$ cat src/logic/clk_setup_pkg.sv
// constants, register map and types for the post-reset clock setup block
// Operation
// - transfer controllers and on-chip ram run from reset; software stops them
// - battery backup is active from power-on with no software action
// - sub oscillator runs if stop bit clear or rtc enable bit set
// - sub oscillator runs at power-on; software must stop it explicitly
package clk_setup_pkg;
	// register indices (byte address = index * 4 is not used; plain port)
	localparam logic [3:0] ADDR_SUB_OSC_CTRL   = 4'h0;
	localparam logic [3:0] ADDR_RTC_CTRL3      = 4'h1;
	localparam logic [3:0] ADDR_OSC_ENABLE     = 4'h2;
	localparam logic [3:0] ADDR_CLK_DIVIDER    = 4'h3;
	localparam logic [3:0] ADDR_CLK_SOURCE     = 4'h4;
	localparam logic [3:0] ADDR_MEM_WAIT       = 4'h5;
	localparam logic [3:0] ADDR_MODULE_STOP    = 4'h6;
	localparam logic [3:0] ADDR_BACKUP         = 4'h7;
	localparam logic [3:0] ADDR_PORT_DIR       = 4'h8;
	localparam logic [3:0] ADDR_STATUS         = 4'h9;
	// field positions
	localparam int BIT_SUB_STOP   = 0;
	localparam int BIT_RTC_EN     = 0;
	localparam int BIT_MAIN_EN    = 0;
	localparam int BIT_PLL_EN     = 1;
	localparam int BIT_FAST_EN    = 2;
	localparam int BIT_WAIT_EN    = 0;
	localparam int BIT_STOP_DMA   = 0;
	localparam int BIT_STOP_XFER  = 1;
	localparam int BIT_STOP_RAM   = 2;
	localparam int BIT_BACKUP_OFF = 0;
	// reset values
	localparam logic [7:0]  RST_PORT_DIR = 8'h00;
	localparam logic [3:0]  RST_DIVIDE   = 4'h2;
	localparam logic [3:0]  DIVIDE_BY_1  = 4'h0;
	// source codes for the clock source select field
	localparam logic [2:0] SRC_LOCO = 3'h0;
	localparam logic [2:0] SRC_FAST = 3'h1;
	localparam logic [2:0] SRC_MAIN = 3'h2;
	localparam logic [2:0] SRC_SUB  = 3'h3;
	localparam logic [2:0] SRC_PLL  = 3'h4;
	// source frequencies in kHz and the wait-free ceiling
	localparam int FAST_KHZ       = 32000;
	localparam int MAIN_KHZ       = 8000;
	localparam int PLL_KHZ        = 54000;
	localparam int NO_WAIT_MAX_KHZ = 32000;
	// stabilisation times and their cycle counts at 40 MHz
	localparam int CLK_MHZ      = 40;
	localparam int PLL_WAIT_US  = 50;
	localparam int FAST_WAIT_US = 56;
	localparam int MAIN_WAIT_US = 4200;
	localparam int SUB_WAIT_MS  = 1300;
	localparam int PLL_CYCLES   = PLL_WAIT_US * CLK_MHZ;
	localparam int FAST_CYCLES  = FAST_WAIT_US * CLK_MHZ;
	localparam int MAIN_CYCLES  = MAIN_WAIT_US * CLK_MHZ;
	localparam int SUB_CYCLES   = SUB_WAIT_MS * 1000 * CLK_MHZ;
	localparam int CNT_W        = 26;
	typedef enum logic [2:0] {
		SW_IDLE  = 3'b001,
		SW_CHECK = 3'b010,
		SW_APPLY = 3'b100
	} switch_state_t;
endpackage : clk_setup_pkg

$ cat src/logic/osc_link_if.sv
// interface carrying one oscillator's enable and ready between modules
`timescale 1ns/10ps
interface osc_link_if;
	logic enable;
	logic ready;
	modport ctrl (output enable, input ready);
	modport osc  (input enable, output ready);
endinterface : osc_link_if

$ cat src/logic/osc_stable_timer.sv
// stabilisation timer for one oscillator enable
`timescale 1ns/10ps
module osc_stable_timer
	import clk_setup_pkg::*;
#(
	parameter int WAIT_CYCLES = 4
) (
	input  wire logic clk,
	input  wire logic sys_rst,
	osc_link_if.osc   link
);
	localparam logic [CNT_W-1:0] LAST = CNT_W'(WAIT_CYCLES - 1);
	logic [CNT_W-1:0] count;
	logic [CNT_W-1:0] next_count;
	logic             done;
	logic             next_done;

	// count while enabled, restart when stopped
	always_comb begin
		next_count = count;
		next_done  = done;
		if (!link.enable) begin
			next_count = '0;
			next_done  = 1'b0;
		end else if (!done) begin
			if (count == LAST)
				next_done = 1'b1;
			else
				next_count = count + 1'b1;
		end
	end

	always_ff @(posedge clk or posedge sys_rst) begin
		if (sys_rst) begin
			count <= '0;
			done  <= 1'b0;
		end else begin
			count <= next_count;
			done  <= next_done;
		end
	end

	assign link.ready = done & link.enable;
endmodule : osc_stable_timer

$ cat src/logic/post_reset_clock_setup.sv
// post-reset clock setup: oscillator control, source switch, reset states
`timescale 1ns/10ps
module post_reset_clock_setup
	import clk_setup_pkg::*;
#(
	parameter int MAIN_WAIT = MAIN_CYCLES,
	parameter int SUB_WAIT  = SUB_CYCLES
) (
	input  wire logic       clk,
	input  wire logic       sys_rst,
	input  wire logic [3:0] addr,
	input  wire logic [7:0] wdata,
	input  wire logic       wr_en,
	input  wire logic       rd_en,
	output logic      [7:0] rdata,
	output logic            sub_osc_on,
	output logic            main_osc_on,
	output logic            pll_on,
	output logic            fast_osc_on,
	output logic      [2:0] active_source,
	output logic      [3:0] core_clock_divide_field,
	output logic            memory_wait_enabled,
	output logic            direct_transfer_controller_run,
	output logic            data_transfer_controller_run,
	output logic            onchip_ram_block_run,
	output logic            battery_backup_on,
	output logic      [7:0] absent_port_dir,
	output logic            wait_violation
);
	// software-visible control bits
	logic       sub_osc_stop_bit;
	logic       rtc_osc_enable_bit;
	logic [2:0] osc_en;
	logic [2:0] clock_source_select_field;
	logic       wait_bit;
	logic [2:0] mstop;
	logic       backup_off;
	logic [7:0] port_dir;
	logic [3:0] divide;
	// next values, one per control bit
	logic       next_sub_stop;
	logic       next_rtc_en;
	logic [2:0] next_osc_en;
	logic [2:0] next_sel;
	logic       next_wait;
	logic [2:0] next_mstop;
	logic       next_backup_off;
	logic [7:0] next_port_dir;
	logic [3:0] next_divide;
	logic [7:0] next_rdata;

	// one enable and ready pair per oscillator
	osc_link_if sub_link ();
	osc_link_if main_link ();
	osc_link_if pll_link ();
	osc_link_if fast_link ();

	// sub runs when either owner wants it; at reset stop bit is clear
	assign sub_link.enable  = !sub_osc_stop_bit | rtc_osc_enable_bit;
	assign main_link.enable = osc_en[BIT_MAIN_EN];
	// pll has the main oscillator as its reference
	assign pll_link.enable  = osc_en[BIT_PLL_EN] & main_link.ready;
	assign fast_link.enable = osc_en[BIT_FAST_EN];

	// crystal waits depend on the board, so main and sub are parameters
	osc_stable_timer #(.WAIT_CYCLES(SUB_WAIT)) u_sub (
		.clk     (clk),
		.sys_rst (sys_rst),
		.link    (sub_link)
	);
	osc_stable_timer #(.WAIT_CYCLES(MAIN_WAIT)) u_main (
		.clk     (clk),
		.sys_rst (sys_rst),
		.link    (main_link)
	);
	osc_stable_timer #(.WAIT_CYCLES(PLL_CYCLES)) u_pll (
		.clk     (clk),
		.sys_rst (sys_rst),
		.link    (pll_link)
	);
	osc_stable_timer #(.WAIT_CYCLES(FAST_CYCLES)) u_fast (
		.clk     (clk),
		.sys_rst (sys_rst),
		.link    (fast_link)
	);

	// register writes and read data
	always_comb begin
		next_sub_stop   = sub_osc_stop_bit;
		next_rtc_en     = rtc_osc_enable_bit;
		next_osc_en     = osc_en;
		next_sel        = clock_source_select_field;
		next_wait       = wait_bit;
		next_mstop      = mstop;
		next_backup_off = backup_off;
		next_port_dir   = port_dir;
		next_divide     = divide;
		next_rdata      = 8'h00;
		if (wr_en) begin
			if (addr == ADDR_SUB_OSC_CTRL) begin
				next_sub_stop = wdata[BIT_SUB_STOP];
			end else if (addr == ADDR_RTC_CTRL3) begin
				next_rtc_en = wdata[BIT_RTC_EN];
			end else if (addr == ADDR_OSC_ENABLE) begin
				next_osc_en = wdata[2:0];
			end else if (addr == ADDR_CLK_DIVIDER) begin
				next_divide = wdata[3:0];
			end else if (addr == ADDR_CLK_SOURCE) begin
				next_sel = wdata[2:0];
			end else if (addr == ADDR_MEM_WAIT) begin
				next_wait = wdata[BIT_WAIT_EN];
			end else if (addr == ADDR_MODULE_STOP) begin
				next_mstop = wdata[2:0];
			end else if (addr == ADDR_BACKUP) begin
				next_backup_off = wdata[BIT_BACKUP_OFF];
			end else if (addr == ADDR_PORT_DIR) begin
				next_port_dir = wdata;
			end
		end
		if (rd_en) begin
			if (addr == ADDR_SUB_OSC_CTRL) begin
				next_rdata = {7'h00, sub_osc_stop_bit};
			end else if (addr == ADDR_RTC_CTRL3) begin
				next_rdata = {7'h00, rtc_osc_enable_bit};
			end else if (addr == ADDR_OSC_ENABLE) begin
				next_rdata = {5'h00, osc_en};
			end else if (addr == ADDR_CLK_DIVIDER) begin
				next_rdata = {4'h0, divide};
			end else if (addr == ADDR_CLK_SOURCE) begin
				next_rdata = {2'h0, active_source, clock_source_select_field};
			end else if (addr == ADDR_MEM_WAIT) begin
				next_rdata = {6'h00, wait_violation, wait_bit};
			end else if (addr == ADDR_MODULE_STOP) begin
				next_rdata = {5'h00, mstop};
			end else if (addr == ADDR_BACKUP) begin
				next_rdata = {7'h00, backup_off};
			end else if (addr == ADDR_PORT_DIR) begin
				next_rdata = port_dir;
			end else if (addr == ADDR_STATUS) begin
				next_rdata = {4'h0, fast_link.ready, pll_link.ready,
					main_link.ready, sub_link.ready};
			end
		end
	end

	// module stops and backup-off come up zero so those blocks run from reset
	always_ff @(posedge clk or posedge sys_rst) begin
		if (sys_rst) begin
			sub_osc_stop_bit          <= 1'b0;
			rtc_osc_enable_bit        <= 1'b0;
			osc_en                    <= 3'h0;
			clock_source_select_field <= SRC_LOCO;
			wait_bit                  <= 1'b0;
			mstop                     <= 3'h0;
			backup_off                <= 1'b0;
			port_dir                  <= RST_PORT_DIR;
			divide                    <= RST_DIVIDE;
			rdata                     <= 8'h00;
		end else begin
			sub_osc_stop_bit          <= next_sub_stop;
			rtc_osc_enable_bit        <= next_rtc_en;
			osc_en                    <= next_osc_en;
			clock_source_select_field <= next_sel;
			wait_bit                  <= next_wait;
			mstop                     <= next_mstop;
			backup_off                <= next_backup_off;
			port_dir                  <= next_port_dir;
			divide                    <= next_divide;
			rdata                     <= next_rdata;
		end
	end

	// readiness of the requested source
	logic sel_ready;
	always_comb begin
		case (clock_source_select_field)
			SRC_LOCO: sel_ready = 1'b1;
			SRC_FAST: sel_ready = fast_link.ready;
			SRC_MAIN: sel_ready = main_link.ready;
			SRC_SUB:  sel_ready = sub_link.ready;
			SRC_PLL:  sel_ready = pll_link.ready;
			default:  sel_ready = 1'b0;
		endcase
	end

	// source switch fsm: only a stable source is taken over
	switch_state_t state;
	switch_state_t next_state;
	logic [2:0]    next_active;
	always_comb begin
		next_state  = state;
		next_active = active_source;
		case (state)
			SW_IDLE: begin
				if (clock_source_select_field != active_source)
					next_state = SW_CHECK;
			end
			SW_CHECK: begin
				if (clock_source_select_field == active_source)
					next_state = SW_IDLE;
				else if (sel_ready)
					next_state = SW_APPLY;
			end
			SW_APPLY: begin
				// a select rewritten during the check is tested again
				if (sel_ready)
					next_active = clock_source_select_field;
				next_state  = SW_IDLE;
			end
			default: next_state = SW_IDLE;
		endcase
	end

	always_ff @(posedge clk or posedge sys_rst) begin
		if (sys_rst) begin
			state         <= SW_IDLE;
			active_source <= SRC_LOCO;
		end else begin
			state         <= next_state;
			active_source <= next_active;
		end
	end

	// frequencies are build-time constants, so this is a fixed map
	// pll source at divide-by-1 without wait is flagged for software
	logic over_limit;
	always_comb begin
		case (active_source)
			SRC_FAST: over_limit = FAST_KHZ > NO_WAIT_MAX_KHZ;
			SRC_MAIN: over_limit = MAIN_KHZ > NO_WAIT_MAX_KHZ;
			SRC_PLL:  over_limit = PLL_KHZ > NO_WAIT_MAX_KHZ;
			default:  over_limit = 1'b0;
		endcase
	end
	// flag only: inserting waits stays a software decision
	assign wait_violation = (divide == DIVIDE_BY_1) & over_limit & !wait_bit;

	// outputs toward the rest of the chip
	assign sub_osc_on                     = sub_link.enable;
	assign main_osc_on                    = main_link.enable;
	assign pll_on                         = pll_link.enable;
	assign fast_osc_on                    = fast_link.enable;
	assign core_clock_divide_field        = divide;
	assign memory_wait_enabled            = wait_bit;
	assign direct_transfer_controller_run = !mstop[BIT_STOP_DMA];
	assign data_transfer_controller_run   = !mstop[BIT_STOP_XFER];
	assign onchip_ram_block_run           = !mstop[BIT_STOP_RAM];
	assign battery_backup_on              = !backup_off;
	assign absent_port_dir                = port_dir;
endmodule : post_reset_clock_setup
$ cat config.mk
export PLATFORM = sky130hd
export DESIGN_NAME = post_reset_clock_setup
export DESIGN_NICKNAME = d
export VERILOG_FILES = /design/src/logic/clk_setup_pkg.sv /design/src/logic/osc_link_if.sv /design/src/logic/osc_stable_timer.sv /design/src/logic/post_reset_clock_setup.sv
export SDC_FILE = /design/constraint.sdc
export NUM_CORES = 1
export LEC_CHECK = 0
export ABC_AREA = 1
export BUFFER_PORTS_ARGS = -buffer_cell sky130_fd_sc_hd__buf_2
export CORE_MARGIN = 3
export CORE_UTILIZATION = 60
export CTS_BUF_LIST = sky130_fd_sc_hd__clkbuf_8
export CTS_CLUSTER_DIAMETER = 40
export DETAILED_ROUTE_END_ITERATION = 8
export GPL_TIMING_DRIVEN = 0
export MAX_ROUTING_LAYER = met4
export PLACE_DENSITY_LB_ADDON = 0.1
export SLEW_MARGIN = 25
export SYNTH_ARGS = -nofsm -noshare
export SYNTH_HDL_FRONTEND = slang
export SYNTH_SLANG_ARGS = --single-unit
$ cat constraint.sdc
create_clock -name clk -period 6.27 [get_ports clk]
set_clock_uncertainty 0.05 [all_clocks]
set_input_delay 1.254 -clock clk [delete_from_list [all_inputs] [get_ports clk]]
set_output_delay 1.254 -clock clk [all_outputs]
set_load 0.02 [all_outputs]
# Word level (Yosys, flattened, before mapping)
# Cells that the tools add are included.
# W data, S select, Z words.
# op_classes
n_addsub	4
eq_ne	33
muxes	41
bitwise	16
n_reduce_logical	24
# ops
op	count
$mux W26	12
$add A26 B1 Y26 const B	4
$mux W8	10
$eq A26 B11 Y1 const B	1
$eq A26 B12 Y1 const B	1
$eq A26 B18 Y1 const B	1
$eq A26 B26 Y1 const B	1
$ne A2 B2 Y1 const B	9
$eq A4 B3 Y1 const B	4
$reduce_and A2 Y1	7
$mux W1	13
$reduce_and A10 Y1	1
$eq A3 B2 Y1 const B	3
$eq A3 B3 Y1 const B	3
$mux W3	3
$reduce_and A9 Y1	1
$eq A4 B2 Y1 const B	2
$eq A4 B4 Y1 const B	2
$logic_not A4 Y1	2
$not A1 Y1	8
$reduce_and A8 Y1	1
$and A1 B1 Y1	7
$reduce_and A7 Y1	1
$eq A3 B1 Y1 const B	2
14 further kinds	19
# word_totals
regBits	147
inputBits	16
out_inout_bits	33

# Longest topological paths before layout
# logic_depth
depth_word	14
mapped_depth	13
ltp_nobuf	11

# Hierarchy
# From an unflattened synthesis, not the netlist that was laid out.
# hier_totals
hier_cells	1425
hier_area_um2	9492.9
# by_module_without_submodules
mod	instances	cells_each	area_per_inst_um2
post_reset_clock_setup	1	229	1965.6
osc_stable_timer (u_fast)	1	322	1953.1
osc_stable_timer (u_sub)	1	308	1921.8
osc_stable_timer (u_pll)	1	291	1860.5
osc_stable_timer (u_main)	1	275	1791.7

# Least setup slack after synthesis
# Ideal clock, no wire load.
# synth_timing
kind	reg-to-output
from	reg active_source[1]
to	out wait_violation
arrival_time_ns	1.339
required_time_ns	4.966
path_slack_ns	3.627
path_stages_with_launch	4
n_path_buf	0
path_cell_list	dfrtp_1 -> nor2_1 -> nand2_1 -> nor4_1
# synth_via
elab_chain_cells	4
# synth_rtl
element	line_no	text
start, declared	post_reset_clock_setup.sv:20	output logic [2:0] active_source,
start signal, assigned	post_reset_clock_setup.sv:220	active_source <= next_active;
$eq A3 B3 Y1	post_reset_clock_setup.sv:228	case (active_source)
$mux W1	post_reset_clock_setup.sv:228	
$and A1 B1 Y1 (2 in a row)	post_reset_clock_setup.sv:236	assign wait_violation = (divide == DIVIDE_BY_1) & over_limit & !wait_bit;
end, declared	post_reset_clock_setup.sv:28	output logic wait_violation
# No other way between the ends.

# Final worst setup path
# layout_timing
from	reg u_main.done
to	out pll_on
# layout_via
elab_chain_cells	2
# layout_rtl
element	line_no	text
start, declared	osc_stable_timer.sv:15	logic done;
start signal, assigned	osc_stable_timer.sv:39	done <= next_done;
$and A1 B1 Y1	osc_stable_timer.sv:43	assign link.ready = done & link.enable;
$and A1 B1 Y1	post_reset_clock_setup.sv:62	assign pll_link.enable = osc_en[BIT_PLL_EN] & main_link.ready;
end, declared	post_reset_clock_setup.sv:18	output logic pll_on,
# No other way between the ends.

==> qor.csv <==
metric,value,unit
cts_sinks,147,
clk_pin_slew,0.09,ns
min_period,3.34,ns
timing_hold_violations_final,0,
synth_ff_type,dfrtp_1,
status,"finished, final reports clean",
cts_resized,0,
fmax,0.300,GHz
synth_adder_area_share,0.552,%
arrival,2.03,ns
fp.dieW,129,µm
slew_viol_final,0,
cp_cell_sequence,"nand3_1, inv_1, buf_2, buf_2, buf_2",
areaGrowthSynthToFinish,10.0,%
worstPathRequired,4.97,ns
synth-compound-area-share,6.29,%
synthArstFlopShare,100,%
cts.path.max_buffers,2,
ir_worst_vdd,215,µV
grt_overflow,0,
synth_xor_area_share,5.41,%
cts_setup_buffers,0,
hold_path_class,flip-flop to flip-flop,
finish.net_count,1369,
antenna_found_initial,0,
rsz0062_at_grt,no,
syn_nets,1302,
ant_nets,0,
syn-mean-instance-area,7.07,µm²
die_h,129,µm
ff2ff_path_depth,9,
critPathTopFamily,buffers and inverters,
drt_iter0_drc,873,
ys_top_cells_by_count,"nand2_1, dfrtp_1, inv_1",
power.internal,1.52,mW
tightestPinTransition,0.723,ns
drt-total-wl,23200,µm
netlist_area,9070,µm²
synth_mux_area_share,0.248,%
vias,8629,
die-area,16600,µm²
setup_tns,0,ns
gp_congestion,0.951,
layout-drive-gt1-share,9.85,%
hpwl,17000,µm
power_frac_seq,49.8,%
p_clk_share,35.9,%
detail_route.vias_per_cell,5.59,
synth_largest_area_cell,dfrtp_1,
grt_pass1_vias,8197,
leakage,4.88,nW
slowest_delay,0.43,ns
p_sw,0.674,mW
drt-wirelength-per-cell,15.0,µm
whs,0.452,ns
startpoint_type,flip-flop,
drv_cap,0,
holdBufCountCts,0,
crit_top_cell,buf_2,
core,14600,µm²
port_buffers,47,
cts-htree-levels,4,
worst-path-stages,5,
power_density,219,nW/µm²
setup_viol,0,
synth_cell_types,40,
drt_pass1_iterations,6,
cts_tree,done,
synth-edff-count,0,
grt_pass1_wl,39500,µm
synthCells,1282,
start_util,61.9,%
grt_max_degree,99,
fin_crit_sh,53.2,%
cts_root_buffer,clkbuf_8,
crit_path_end_kind,output pin,
clkLatencyLatePin,0.45,ns
ios,49,
whs_path_depth,2,
synthSimpleGateAreaFrac,39.0,%
ys_warn_count,0,
synth_top_family_by_area,simple AND/OR/NAND/NOR gates,
antenna_cells,0,
synth_top_area_share,40.0,%
worstSetupPathType,flip-flop to output pin,
path_max_fanout,10,
yosysSeqAreaShare,40.6,%
synth-seq-cells,147,
crit_buf_inv,4,
synth_most_common_cell,nand2_1,
cts_made_buffers,17,
sw_frac_of_total,30.8,%
cp_slowest_cell,dfrtp_1,
drc,0,
num_rows,44,
track_usage,30.3,%
synth_area_leaders,"dfrtp_1, nand2_1, nand3_1",
relSlewSlack,51.3,%
p_comb_share,14.3,%
stage by stage:
step | total power [mW] | worst slack [ns] | area (µm²) | cells | util, %
global route | 2.29 | 2.76 | 9980 | 1545 | 68.1
global placement | 1.41 | -0.621 | 9530 | 1513 | 65.1
CTS | 2.20 | 2.94 | 9980 | 1545 | 68.1
detailed placement | 1.42 | 3.32 | 9570 | 1514 | 65.3
floorplan | 1.31 | 1.02 | 9070 | 1282 | -
finish | 2.19 | 2.93 | 9980 | 1545 | 68.1
power groups by stage:
| stage | clock, mW | combinational [mW] | sequential [mW] |
|---|---|---|---|
| after floorplan | 0 | 0.189 | 1.12 |
| after global placement | 0 | 0.306 | 1.11 |
| after detailed placement | 0 | 0.317 | 1.11 |
| after CTS | 0.797 | 0.318 | 1.09 |
| after global routing | 0.834 | 0.360 | 1.10 |
| final | 0.786 | 0.314 | 1.09 |
final cells by class:
| cell class | instances | area (µm²) |
|---|---|---|
| multi-input cells | 967 | 4670 |
| fillers | 1303 | 4660 |
| clock buffers | 18 | 248 |
| inverters | 135 | 514 |
| repair buffers | 48 | 263 |
| plain buffers | 33 | 210 |
| clock inverters | 13 | 163 |
| flip-flops and latches | 147 | 3680 |
| well taps | 184 | 230 |
path summary, 6_finish.rpt:
check	end	startpoint	slack (ns)
setup reg to reg	u_main.count[23]$_DFFE_PP0P_	u_main.count[0]$_DFFE_PP0P_	4.06
hold / removal	backup_off$_DFFE_PP0P_	backup_off$_DFFE_PP0P_	0.45
min in group asynchronous	u_sub.count[10]$_DFFE_PP0P_	sys_rst	0.74
hold reg to reg	backup_off$_DFFE_PP0P_	backup_off$_DFFE_PP0P_	0.45
setup / recovery	pll_on	u_main.done$_DFF_PP0_	2.93
max in group asynchronous	core_clock_divide_field[1]$_DFFE_PP1P_	sys_rst	4.64
layer usage:
| metal | vias up | share of wire [%] | GRT usage (%) |
|---|---|---|---|
| met4 | 0 | 2.2 | 9.02 |
| li1 | 4278 | - | - |
| met3 | 50 | 6.1 | 6.39 |
| met1 | 4017 | 44 | 40.2 |
| met5 | - | 0 | - |
| met2 | 284 | 47 | 47.1 |
flip-flops by register name (all words and copies together), names as in the netlist, 3 cells and up:
name / flops
u_fast.count: 26
rdata: 8
absent_port_dir: 8
mstop: 3
active_source: 3
u_main.count: 26
u_pll.count: 26
osc_en: 3
state: 3
clock_source_select_field: 3
u_sub.count: 26
core_clock_divide_field: 4
placed cells by master (no fill, tap or decap), types with 21 or more instances in the layout:
cell / count
nor3_1: 40
o21ai_0: 46
inv_1: 133
nand3_1: 130
o21ai_1: 21
buf_2: 58
nand2_1: 421
nor2_1: 118
xor2_1: 45
nand4_1: 45
dfrtp_1: 145
logic make-up after synthesis:
group / count (synthesis)
xor gates and xnor gates: 56
AOI/OAI and AO/OA: 103
DFF: 147
muxes: 2
adders and majority gates: 4
buffers and inverters: 168
and+or+nand+nor: 802
worst register-to-register path, stage by stage, from the launching register on:
cell	delay [ns]
dfrtp_1	0.46
ha_1	0.27
nand3_2	0.17
nor2_2	0.22
nand3_1	0.12
nor2_2	0.16
o21ai_0	0.12
clkbuf_1	0.32
nand2_1	0.15
nand2_1	0.06
Note: power is estimated with default switching activity, not from simulation.
